$ cat src/hdl/ddc_pkg.sv
// shared constants and types for the dual decade ripple counter half
package ddc_pkg;

  // divide-by-five stage: counts 0..QUIN_LAST, then wraps to QUIN_ZERO
  localparam logic [2:0] QUIN_ZERO    = 3'h0;
  localparam logic [2:0] QUIN_LAST    = 3'h4;
  localparam logic [2:0] QUIN_STEP    = 3'h1;
  localparam int         QUIN_MSB     = 2;
  // divide-by-two stage reset value
  localparam logic       BI_ZERO      = 1'b0;
  // clear release synchroniser: reset value holds counting off
  localparam logic [1:0] CLR_HOLD_RST = 2'h3;
  localparam logic [1:0] CLR_RELEASE  = 2'h0;
  // range limits of the combined codes in the two wirings
  localparam logic [3:0] BCD_MAX      = 4'h9;
  localparam logic [3:0] BIQ_LOW_MAX  = 4'h4;
  localparam logic [3:0] BIQ_HIGH_MIN = 4'h8;
  localparam logic [3:0] BIQ_HIGH_MAX = 4'hc;

  typedef struct packed {
    logic [1:0] clr_sync;
    logic       bi;
    logic [2:0] quin;
  } ddc_state_t;

  typedef struct packed {
    logic       sync;
    logic       prev;
    logic [1:0] meta;
  } ddc_edge_state_t;

endpackage : ddc_pkg

$ cat src/hdl/ddc_counter.sv
// one half of the dual decade ripple counter: divide-by-two plus divide-by-five
`timescale 1ns/1ns
`default_nettype none

//////////////////////////////////////////////////////////////////////////////
// Functional notes
// - the divide-by-two and divide-by-five stages run on their own clock inputs and share only the clear.
// - in bi-quinary wiring div2_q is a square wave at a tenth of the input rate with half-period high.
// - in BCD wiring {div5_q, div2_q} steps 0 to 9, one step per input falling edge, then back to 0.
// - in bi-quinary wiring {div2_q, div5_q} reads 0 to 4 then 8 to 12, then wraps to 0.
// - each stage advances only on a falling edge of its own clock input, never on a rising one.
// - while clear is high both stages are held at zero, asynchronously, and nothing counts.
// - div5_q[2] is the most significant bit of the divide-by-five count.
module ddc_counter (
  // clock and reset
  input  wire logic       mclk,
  input  wire logic       rst_n,
  // stage clock pins and shared clear pin
  input  wire logic       clk_bi_pin,
  input  wire logic       clk_quin_pin,
  input  wire logic       clear_pin,
  // count outputs
  output logic            div2_q,
  output logic [2:0]      div5_q
);

  //////////////////////////////////////////////////////////////////////////////
  // stage clock edges

  logic fall_bi;
  logic fall_quin;
  logic arst_n;

  ddc_fall_det u_fall_bi (
    .mclk  (mclk),
    .rst_n (rst_n),
    .pin   (clk_bi_pin),
    .fall  (fall_bi)
  );

  ddc_fall_det u_fall_quin (
    .mclk  (mclk),
    .rst_n (rst_n),
    .pin   (clk_quin_pin),
    .fall  (fall_quin)
  );

  //////////////////////////////////////////////////////////////////////////////
  // counter state

  // clear acts without the clock; its release is resynchronised below
  assign arst_n = rst_n & ~clear_pin;

  ddc_pkg::ddc_state_t st_r;
  ddc_pkg::ddc_state_t st_nxt;
  logic                hold;

  // edges seen in the two cycles after clear drops are dropped too
  assign hold = st_r.clr_sync[1];

  always_comb
  begin
    st_nxt          = st_r;
    st_nxt.clr_sync = {st_r.clr_sync[0], 1'b0};
    if (!hold)
    begin
      // stages see only their own edge, so any outside chaining works
      if (fall_bi)
        st_nxt.bi = ~st_r.bi;
      if (fall_quin)
      begin
        if (st_r.quin == ddc_pkg::QUIN_LAST)
          st_nxt.quin = ddc_pkg::QUIN_ZERO;
        else
          st_nxt.quin = st_r.quin + ddc_pkg::QUIN_STEP;
      end
    end
  end

  always_ff @(posedge mclk or negedge arst_n)
  begin
    if (!arst_n)
    begin
      st_r.clr_sync <= ddc_pkg::CLR_HOLD_RST;
      st_r.bi       <= ddc_pkg::BI_ZERO;
      st_r.quin     <= ddc_pkg::QUIN_ZERO;
    end
    else
      st_r <= st_nxt;
  end

  assign div2_q = st_r.bi;
  assign div5_q = st_r.quin;

  //////////////////////////////////////////////////////////////////////////////
  // checks

  // combined codes as the two outside wirings read them
  // the wiring is outside, so only the code sets are checked here
  logic [3:0] bcd_code;
  logic [3:0] biq_code;
  assign bcd_code = {st_r.quin, st_r.bi};
  assign biq_code = {st_r.bi, st_r.quin};

  a_bi_toggle: assert property (
    @(posedge mclk) disable iff (!arst_n)
    (fall_bi && !hold) |=> (st_r.bi != $past(st_r.bi)))
    else $error("divide-by-two stage missed a toggle");

  a_bi_indep: assert property (
    @(posedge mclk) disable iff (!arst_n)
    (!fall_bi) |=> $stable(st_r.bi))
    else $error("divide-by-two stage moved without its own edge");

  a_quin_rise: assert property (
    @(posedge mclk) disable iff (!arst_n)
    (!fall_quin) |=> $stable(st_r.quin))
    else $error("divide-by-five stage moved without a falling edge");

  a_quin_wrap: assert property (
    @(posedge mclk) disable iff (!arst_n)
    (fall_quin && !hold && st_r.quin == ddc_pkg::QUIN_LAST) |=> (st_r.quin == ddc_pkg::QUIN_ZERO))
    else $error("divide-by-five stage did not wrap after four");

  a_quin_step: assert property (
    @(posedge mclk) disable iff (!arst_n)
    (fall_quin && !hold && st_r.quin != ddc_pkg::QUIN_LAST)
      |=> (st_r.quin == $past(st_r.quin) + ddc_pkg::QUIN_STEP))
    else $error("divide-by-five stage did not step by one");

  a_clear_hold: assert property (
    @(posedge mclk) disable iff (!rst_n)
    clear_pin |=> (hold && st_r.bi == ddc_pkg::BI_ZERO && st_r.quin == ddc_pkg::QUIN_ZERO)[*2])
    else $error("outputs not held low around clear");

  a_msb_range: assert property (
    @(posedge mclk) disable iff (!arst_n)
    st_r.quin[ddc_pkg::QUIN_MSB] |-> (st_r.quin[1:0] == 2'h0))
    else $error("divide-by-five msb set with nonzero low bits");

  a_bcd_range: assert property (
    @(posedge mclk) disable iff (!arst_n)
    bcd_code <= ddc_pkg::BCD_MAX)
    else $error("bcd code above nine");

  a_biq_codes: assert property (
    @(posedge mclk) disable iff (!arst_n)
    (biq_code <= ddc_pkg::BIQ_LOW_MAX)
      || (biq_code >= ddc_pkg::BIQ_HIGH_MIN && biq_code <= ddc_pkg::BIQ_HIGH_MAX))
    else $error("bi-quinary code outside its set");

  //////////////////////////////////////////////////////////////////////////////
  // clear, divide-by-five range and wrap, and pin edge checks

  // clear must act between clock edges, not wait for one
  a_clear_async: assert property (
    @(posedge mclk) disable iff (!rst_n)
    clear_pin |-> (div2_q == ddc_pkg::BI_ZERO && div5_q == ddc_pkg::QUIN_ZERO))
    else $error("outputs not low while clear is high");

  // edges right after clear are dropped, not queued
  a_hold_freeze: assert property (
    @(posedge mclk) disable iff (!arst_n)
    hold |=> ($stable(st_r.bi) && $stable(st_r.quin)))
    else $error("a stage counted inside the clear release hold");

  // release hold is exactly two edges long
  a_hold_len: assert property (
    @(posedge mclk) disable iff (!rst_n)
    $fell(clear_pin) |-> (hold ##1 hold ##1 !hold))
    else $error("clear release hold has the wrong length");

  // a code above four would miss the wrap at four and run on to seven before rolling over
  a_quin_range: assert property (
    @(posedge mclk) disable iff (!arst_n)
    st_r.quin <= ddc_pkg::QUIN_LAST)
    else $error("divide-by-five count above four");

  // the msb drop is what clocks a chained divide-by-two stage
  a_msb_drop: assert property (
    @(posedge mclk) disable iff (!arst_n)
    (fall_quin && !hold && st_r.quin[ddc_pkg::QUIN_MSB]) |=> $fell(st_r.quin[ddc_pkg::QUIN_MSB]))
    else $error("divide-by-five msb did not drop on the wrap");

  // one pin edge gives one pulse, so a slow edge cannot count twice
  a_bi_once: assert property (
    @(posedge mclk) disable iff (!rst_n)
    fall_bi |=> !fall_bi)
    else $error("divide-by-two edge pulse longer than one cycle");

  // a pulse that never clears would count on every clock
  a_quin_once: assert property (
    @(posedge mclk) disable iff (!rst_n)
    fall_quin |=> !fall_quin)
    else $error("divide-by-five edge pulse longer than one cycle");

  // main scenarios: clear release, a counted divide-by-two edge, the divide-by-five wrap, bcd nine and bi-quinary twelve
  c_clear_hold: cover property (
    @(posedge mclk) disable iff (!rst_n)
    $fell(clear_pin));

  c_bi_toggle: cover property (
    @(posedge mclk) disable iff (!arst_n)
    fall_bi && !hold);

  c_quin_wrap: cover property (
    @(posedge mclk) disable iff (!arst_n)
    fall_quin && !hold && st_r.quin == ddc_pkg::QUIN_LAST);

  c_bcd_nine: cover property (
    @(posedge mclk) disable iff (!arst_n)
    bcd_code == ddc_pkg::BCD_MAX);

  c_biq_twelve: cover property (
    @(posedge mclk) disable iff (!arst_n)
    biq_code == ddc_pkg::BIQ_HIGH_MAX);

endmodule : ddc_counter

`default_nettype wire

$ cat src/hdl/ddc_fall_det.sv
// three-flop synchroniser and falling-edge detector for one stage clock pin
`timescale 1ns/1ns
`default_nettype none

module ddc_fall_det (
  // clock and reset
  input  wire logic mclk,
  input  wire logic rst_n,
  // pin in, pulse out
  input  wire logic pin,
  output logic      fall
);

  ddc_pkg::ddc_edge_state_t st_r;
  ddc_pkg::ddc_edge_state_t st_nxt;

  always_comb
  begin
    st_nxt      = st_r;
    st_nxt.meta = {st_r.meta[0], pin};
    st_nxt.sync = st_r.meta[1];
    st_nxt.prev = st_r.sync;
  end

  always_ff @(posedge mclk or negedge rst_n)
  begin
    if (!rst_n)
      st_r <= '0;
    else
      st_r <= st_nxt;
  end

  // only high-to-low counts; rising edges are ignored
  assign fall = st_r.prev & ~st_r.sync;

endmodule : ddc_fall_det

`default_nettype wire

$ cat config.mk
export PLATFORM = sky130hd
export DESIGN_NAME = ddc_counter
export DESIGN_NICKNAME = d
export VERILOG_FILES = /design/src/hdl/ddc_pkg.sv /design/src/hdl/ddc_counter.sv /design/src/hdl/ddc_fall_det.sv
export SDC_FILE = /design/constraint.sdc
export NUM_CORES = 1
export LEC_CHECK = 0
export BUFFER_PORTS_ARGS = -buffer_cell sky130_fd_sc_hd__buf_2
export CAP_MARGIN = 20
export CORE_AREA = 2 2 39 41
export DETAILED_ROUTE_END_ITERATION = 16
export DIE_AREA = 0 0 41 43
export PLACE_DENSITY = 0.64
export SLEW_MARGIN = 20
export SYNTH_ARGS = -nofsm -noshare
export SYNTH_HDL_FRONTEND = slang
export SYNTH_SLANG_ARGS = --single-unit
$ cat constraint.sdc
create_clock -name mclk -period 1.5 [get_ports mclk]
set_clock_uncertainty 0.1 [all_clocks]
set_input_delay 0.45 -clock mclk [delete_from_list [all_inputs] [get_ports mclk]]
set_output_delay 0.45 -clock mclk [all_outputs]
set_load 0.02 [all_outputs]
### Yosys cells after proc, flatten, opt, wreduce, memory -nomap -nowiden

Cells that the tools add are included.

| word-level totals | value |
|---|---|
| flip-flop bits (word level) | 14 |

| cells by class | value |
|---|---|
| bitwise logic cells | 8 |
| mux-type cells | 1 |
| $add $sub $neg | 1 |
| reduce and logical (&&, ||, !) cells | 2 |
| eq/ne operators | 1 |

Operators by type and width:

| kind | count |
|---|---|
| NOT 1 bit | 5 |
| AND reduction 2 bit | 2 |
| adder 3 x 1 -> 3 bit (second input constant) | 1 |
| bitwise AND 1 bit | 3 |
| equality test 3 bit (second input constant) | 1 |
| two-way mux 3 bit | 1 |

### Longest topological paths before layout

Gate-level depths: netlist of run 1.

| depth | value |
|---|---|
| word-level depth | 3 |
| depth in mapped cells | 5 |
| depth with buffers taken out | 5 |

### Modules after synthesis

From an unflattened synthesis of run 1, not the netlist that was laid out.

| second synthesis, totals | value |
|---|---|
| cell total of the unflattened synthesis | 32 |
| area total of the unflattened synthesis | 505.5 µm² |

By module, submodules not included:

| module | cells each | times used | sequential area each (µm²) | area each (µm²) |
|---|---|---|---|---|
| ddc_counter | 22 | 1 | 152.6 | 277.8 |
| ddc_fall_det | 5 | 2 | 100.1 | 113.9 |

### Worst setup path before layout of run 1

No wires, ideal clock.

| timing | value |
|---|---|
| kind | reg-to-reg |
| start | register st_r (netlist bit div5_q[0]) |
| end | register st_r (netlist bit div5_q[2]) |
| stages on the path, launching flop included | 5 |
| arrival time | 981 ps |
| slack | 298 ps |
| setup time | 121 ps |
| required time | 1,279 ps |
| buffers on the path | 0 |
| cell sequence | dfrtp_1 -> inv_1 -> ha_1 -> o21ai_1 -> a22o_1 |

| on the way | value |
|---|---|
| word-level cells in the longest chain between the ends | 2 |
| elaborated cells between the ends (all ways) | 3 |

Ends and longest elaborated chain:

| what | RTL line | RTL |
|---|---|---|
| start, declared | ddc_counter.sv:54 | `ddc_pkg::ddc_state_t st_r;` |
| start signal, assigned | ddc_counter.sv:89 | `st_r <= st_nxt;` |
| adder 3 x 1 -> 3 bit or equality test 3 bit (tied branches) | ddc_counter.sv:75, ddc_counter.sv:72 |  |
| two-way mux 3 bit * | ddc_counter.sv:72 | `if (st_r.quin == ddc_pkg::QUIN_LAST)` |

Mark *: on every way between the ends. The rest lies on a longest branch, timed or not.
A chain may end at the register's enable or synchronous reset.

### Final worst setup path of run 1

| timing | value |
|---|---|
| start | register st_r (netlist bit div5_q[0]) |
| end | output div5_q[0] |

RTL lines:

| what | RTL line | RTL |
|---|---|---|
| end, declared | ddc_counter.sv:24 | `output logic [2:0] div5_q` |

No word-level cell between the ends.

==> impl_metrics.env, run 1 <==
export IMPL_htree_levels=1
export IMPL_netlist_instances=32
export IMPL_vias=276
export IMPL_crit_buf_inv=1
export IMPL_p_leak_nw=0.283
export IMPL_syn_area_um2=473
export IMPL_cp_startpoint="div5_q[0]$_DFFE_PN0P_"
export IMPL_seq_power_share_pct=50.5
export IMPL_critical_path_class="register to primary output"
export IMPL_critPathCaptureType="primary output"
export IMPL_hold_viol=0
export IMPL_ff2ff_setup_slack_ns=0.27
export IMPL_grt_pass1_wl_mm=1.29
export IMPL_crit_path_start_kind="register"
export IMPL_hp_class="primary input to async pin"
export IMPL_rr_worst_depth=3
export IMPL_swShare_pct=29.5
export IMPL_syn_to_final_growth_pct=24.1
export IMPL_die_h_um=43
export IMPL_internal_power_w=0.000675
export IMPL_postRouteAntennaNets=0
export IMPL_finalCritPeriodShare_pct=94.5
export IMPL_clkPwrFrac_pct=26.7
export IMPL_tritoncts="built"
export IMPL_slew_viol_final=0
export IMPL_antenna_found_initial=0
export IMPL_ys_types=14
export IMPL_cts_buffer_depth=2
export IMPL_cp_arrival_ns=0.87
export IMPL_rsz0062_at_grt="no"
export IMPL_wl_per_cell_um=10.4
export IMPL_setup_viol=0
export IMPL_ir_worst_vdd_uv=734
export IMPL_cp_max_fo=4
export IMPL_tns_ns=0
export IMPL_clock_latency_ns=0.27
export IMPL_slowest_stage="dfrtp_1"
export IMPL_die_area_um2=1760
export IMPL_wirelength_um=643
export IMPL_rows=14
export IMPL_final_cell_mix="dfrtp_1, buf_2, nand2_1, clkbuf_4"
export IMPL_grt_overflow=0
export IMPL_cp_required_ns=0.95
export IMPL_die_x_um=41
export IMPL_grt_pass1_vias=328
export IMPL_core_um2=1380
export IMPL_fmax_mhz=705
export IMPL_cp_cell_sequence="buf_2"
export IMPL_drv_cap=0
export IMPL_drive_gt1_share_pct=34.8
export IMPL_cts_sinks=14
export IMPL_status="finished clean"
export IMPL_synth_seq_cells=14
export IMPL_dr_first_iter_drc_count=1
export IMPL_hpwl_um=492
export IMPL_drc_errors=0
export IMPL_yosysWarnings=0
export IMPL_r2r_end="div5_q[2]$_DFFE_PN0P_"
export IMPL_crit_path_max_incr_delay_ns=0.42
export IMPL_viasPerCell=4.45
export IMPL_cts_buffers=3
export IMPL_syn_avg_cell_area_um2=14.8
export IMPL_grt_max_degree=10
export IMPL_worst_path_stages=1
export IMPL_ys_seq_area_share_pct=74.6
export IMPL_finalNetCount=54
export IMPL_power_switching_w=0.000283
export IMPL_stdcell_count=62
export IMPL_post_cts_setup_buffers=0
export IMPL_cts_resized=0
export IMPL_place_congestion=0.606
export IMPL_io_pins=9
export IMPL_firstDrtPassIters=2
export IMPL_comb_power_share_pct=22.8
export IMPL_portBuffers=8
export IMPL_layout_commonest_cell="dfrtp_1"
export IMPL_track_usage_pct=12.1
export IMPL_placedCellCount=57
export IMPL_critPathTopFamily="flip-flops"
export IMPL_path_clk_slew_ns=0.08
export IMPL_endpoint="div5_q[0]"
export IMPL_r2r_start="u_fall_quin.st_nxt[2]$_DFF_PN0_"
export IMPL_n_antenna_cell=0
export IMPL_power_density_nw_per_um2=1630
export IMPL_initial_core_util_pct=34.2
export IMPL_fin_crit_ns=1.42
export IMPL_syn_nets=39
export IMPL_root_buffer="clkbuf_4"
==> cell usage after synthesis <==
cell | count | area (um^2)
dfrtp_1 | 12 | 300
nand2_1 | 3 | 11.3
dfstp_2 | 2 | 52.6
ha_1 | 2 | 25.0
inv_1 | 2 | 7.51
nor2b_1 | 2 | 12.5
o21ai_0 | 2 | 10.0
a21oi_1 | 1 | 5.00
a22o_1 | 1 | 8.76
conb_1 | 1 | 3.75
nor2_1 | 1 | 3.75
nor3b_4 | 1 | 18.8
o21ai_1 | 1 | 5.00
xnor2_1 | 1 | 8.76
==> power groups by stage <==
stage	logic [W]	clock network, W	registers (W)
floorplan	0.0000865	0	0.000541
global placement	0.000215	0	0.000488
detailed placement	0.000220	0	0.000493
CTS	0.000223	0.000273	0.000486
global route	0.000247	0.000298	0.000495
finish	0.000218	0.000256	0.000483
==> area by class of cell <==
class | count | area, um^2
fill | 136 | 797
multi-input combinational | 16 | 113
clock buffer | 4 | 36.3
timing repair buffer | 10 | 57.6
inverter | 2 | 7.51
sequential | 14 | 353
tap | 16 | 20.0
==> metal layers <==
layer	GRT usage [%]	share of wire, %
met5	0	0
met4	6.00	1.6
met3	9.42	6.7
met2	19.1	54
met1	10.4	37
==> stage by stage <==
| step | hold slack [ns] | total power [W] | utilization, % | instance area, um^2 | setup WS [ns] |
|---|---|---|---|---|---|
| 4_1_cts | 0.0743 | 0.000982 | 42.4 | 587 | 0.0629 |
| 6_report | 0.0820 | 0.000957 | 42.4 | 587 | 0.0822 |
| 3_3_place_gp | 0.204 | 0.000703 | 39.1 | 541 | 0.327 |
| 5_1_grt | 0.123 | 0.00104 | 42.4 | 587 | 0.0190 |
| 3_5_place_dp | 0.205 | 0.000713 | 39.1 | 541 | 0.270 |
| 2_1_floorplan | 0.0544 | 0.000628 | - | 473 | 0.298 |
==> flip-flops by register name (all words and copies together), names as in the netlist <==
signal and count:
u_fall_quin.st_nxt 3, div2_q 1, div5_q 3, u_fall_quin.st_r 1, u_fall_bi.st_r 1, hold 1
st_nxt 1, u_fall_bi.st_nxt 3
==> cell families (layout without fill, tap and decap cells) <==
group / after synthesis / count (layout) / synth area share [%]
other: 1 / 1 / 0.793
buffers and inverters: 2 / 16 / 1.59
adders and majority gates: 2 / 2 / 5.29
and+or+nand+nor: 7 / 7 / 9.79
DFF: 14 / 14 / 74.6
AOI/OAI and AO/OA: 5 / 5 / 6.08
xor gates and xnor gates: 1 / 1 / 1.85
==> tightest hold or removal path: stages <==
cell and delay (ns):
buf_2 0.09, nor2b_1 0.09, buf_4 0.16
==> how the worst min path moves through the flow <==
stage / startpoint / to / slack [ns] / depth (start not counted)
finish: clear_pin / div2_q$_DFFE_PN0P_ / 0.08 / 3
global route: clear_pin / div5_q[1]$_DFFE_PN0P_ / 0.12 / 3
CTS: clear_pin / div2_q$_DFFE_PN0P_ / 0.07 / 3
detailed placement: rst_n / u_fall_bi.st_r[2]$_DFF_PN0_ / 0.20 / 1
global placement: rst_n / u_fall_bi.st_nxt[3]$_DFF_PN0_ / 0.20 / 1
floorplan: rst_n / u_fall_bi.st_nxt[1]$_DFF_PN0_ / 0.05 / 0
==> timing repair <==
item / 4_1_cts / 5_1_grt
setup endpoints to repair: 0 / 0
hold endpoints to repair: 8 / 0
hold buffers: 1 / 0
Note: power is estimated with default switching activity, not from simulation.
==> inputs of run 2 (changes only) <==
BUFFER_PORTS_ARGS = -buffer_cell sky130_fd_sc_hd__buf_4   (was -buffer_cell sky130_fd_sc_hd__buf_2)
PLACE_DENSITY = 0.55   (was 0.64)
==> impl_metrics.env, run 2 (synthesized netlist as in run 1, its figures left out) <==
export IMPL_wl_per_cell_um=11.3
export IMPL_crit_path_start_kind="register"
export IMPL_n_fill_cell=127
export IMPL_pre_cts_ws_ns=0.240
export IMPL_fin_ws_ns=0.0778
export IMPL_ir_worst_vdd_uv=472
export IMPL_vias=274
export IMPL_grt_pass1_wl_mm=1.21
export IMPL_core_um2=1380
export IMPL_cts_buffer_depth=2
export IMPL_grt_max_degree=10
export IMPL_die_x_um=41
export IMPL_critPathCaptureType="primary output"
export IMPL_fmax_mhz=703
export IMPL_crit_buf_inv=1
export IMPL_initial_core_util_pct=34.2
export IMPL_io_pins=9
export IMPL_finalCritPeriodShare_pct=94.8
export IMPL_n_antenna_cell=0
export IMPL_cp_arrival_ns=0.87
export IMPL_critPathTopFamily="flip-flops"
export IMPL_postRouteAntennaNets=0
export IMPL_cp_required_ns=0.95
export IMPL_drv_cap=0
export IMPL_die_area_um2=1760
export IMPL_cts_buffers=3
export IMPL_crit_path_max_incr_delay_ns=0.42
export IMPL_post_cts_setup_buffers=0
export IMPL_fin_crit_ns=1.42
export IMPL_rsz0062_at_grt="no"
export IMPL_hp_class="primary input to async pin"
export IMPL_htree_levels=1
export IMPL_tns_ns=0
export IMPL_grt_pass1_vias=254
export IMPL_grt_overflow=0
export IMPL_setup_viol=0
export IMPL_hold_viol=0
export IMPL_portBuffers=8
export IMPL_syn_to_final_growth_pct=28.3
export IMPL_place_congestion=0.592
export IMPL_power_density_nw_per_um2=1660
export IMPL_path_clk_slew_ns=0.08
export IMPL_firstDrtPassIters=1
export IMPL_power_total_w=0.00101
export IMPL_antenna_found_initial=0
export IMPL_wirelength_um=702
export IMPL_cts_sinks=14
export IMPL_clock_latency_ns=0.28
export IMPL_rows=14
export IMPL_dr_first_iter_drc_count=0
export IMPL_critical_path_class="register to primary output"
export IMPL_drive_gt1_share_pct=34.8
export IMPL_drc_errors=0
export IMPL_slowest_stage="dfrtp_1"
export IMPL_die_h_um=43
export IMPL_status="finished clean"
export IMPL_p_leak_nw=0.289
export IMPL_layout_commonest_cell="dfrtp_1"
export IMPL_viasPerCell=4.42
export IMPL_cp_cell_sequence="buf_4"
export IMPL_tritoncts="built"
export IMPL_final_cell_mix="dfrtp_1, buf_4, nand2_1, clkbuf_4"
export IMPL_track_usage_pct=11.9
export IMPL_slew_viol_final=0
export IMPL_cp_max_fo=4
export IMPL_root_buffer="clkbuf_4"
export IMPL_finalNetCount=54
## run 2: final timing paths
path	slack, ns	startpoint	endpoint	cells after the start
setup reg to reg	0.22	u_fall_quin.st_nxt[2]$_DFF_PN0_	div5_q[2]$_DFFE_PN0P_	3
max in group asynchronous	0.37	rst_n	st_nxt[5]$_DFF_PN1_	4
setup / recovery	0.08	div5_q[2]$_DFFE_PN0P_	div5_q[2]	1
hold reg to reg	0.25	u_fall_bi.st_nxt[3]$_DFF_PN0_	u_fall_bi.st_nxt[2]$_DFF_PN0_	0
min in group mclk	0.17	clk_bi_pin	u_fall_bi.st_nxt[1]$_DFF_PN0_	1
hold / removal	0.10	clear_pin	div5_q[0]$_DFFE_PN0P_	3
## run 2: routing by layer
metal  part of all wire, %  up-vias  track usage, %
met5                     0        -               0
met4                   4.1        0            12.0
met3                   6.3        3            4.71
met2                    49        9            15.6
met1                    40      134            13.4
li1                      -      128               -
## run 2: through the flow
stage | util, % | hold WS, ns | std cells | instance area, um^2
3_5_place_dp | 40.5 | 0.173 | 57 | 561
4_1_cts | 43.9 | 0.0979 | 62 | 607
6_report | 43.9 | 0.101 | 62 | 607
3_3_place_gp | 40.5 | 0.172 | 57 | 561
2_1_floorplan | - | 0.0544 | 32 | 473
5_1_grt | 43.9 | 0.0994 | 62 | 607
## run 2: what timing repair did
item,4_1_cts,5_1_grt
hold buffers,1,0
endpoints found under the hold margin,8,0
gates resized for setup,0,0
## run 2: where the power goes
part / switching (W) / internal (W)
sequential: 0.0000468 / 0.000438
combinational: 0.000134 / 0.000118
clock: 0.000120 / 0.000148
## run 2: worst register-to-register path: stages (launching register included)
cell and delay [ns]:
dfrtp_1 0.41, nor3b_4 0.28, o21ai_1 0.13, a22o_1 0.24
## run 2: area by class of cell
class | instances | area [um^2] | share of cell area, %
Inverter | 2 | 7.51 | 1.24
Clock buffer | 4 | 36.3 | 5.98
Tap cell | 16 | 20.0 | 3.30
Timing Repair Buffer | 10 | 77.6 | 12.8
Multi-Input combinational cell | 16 | 113 | 18.6
Sequential cell | 14 | 353 | 58.1
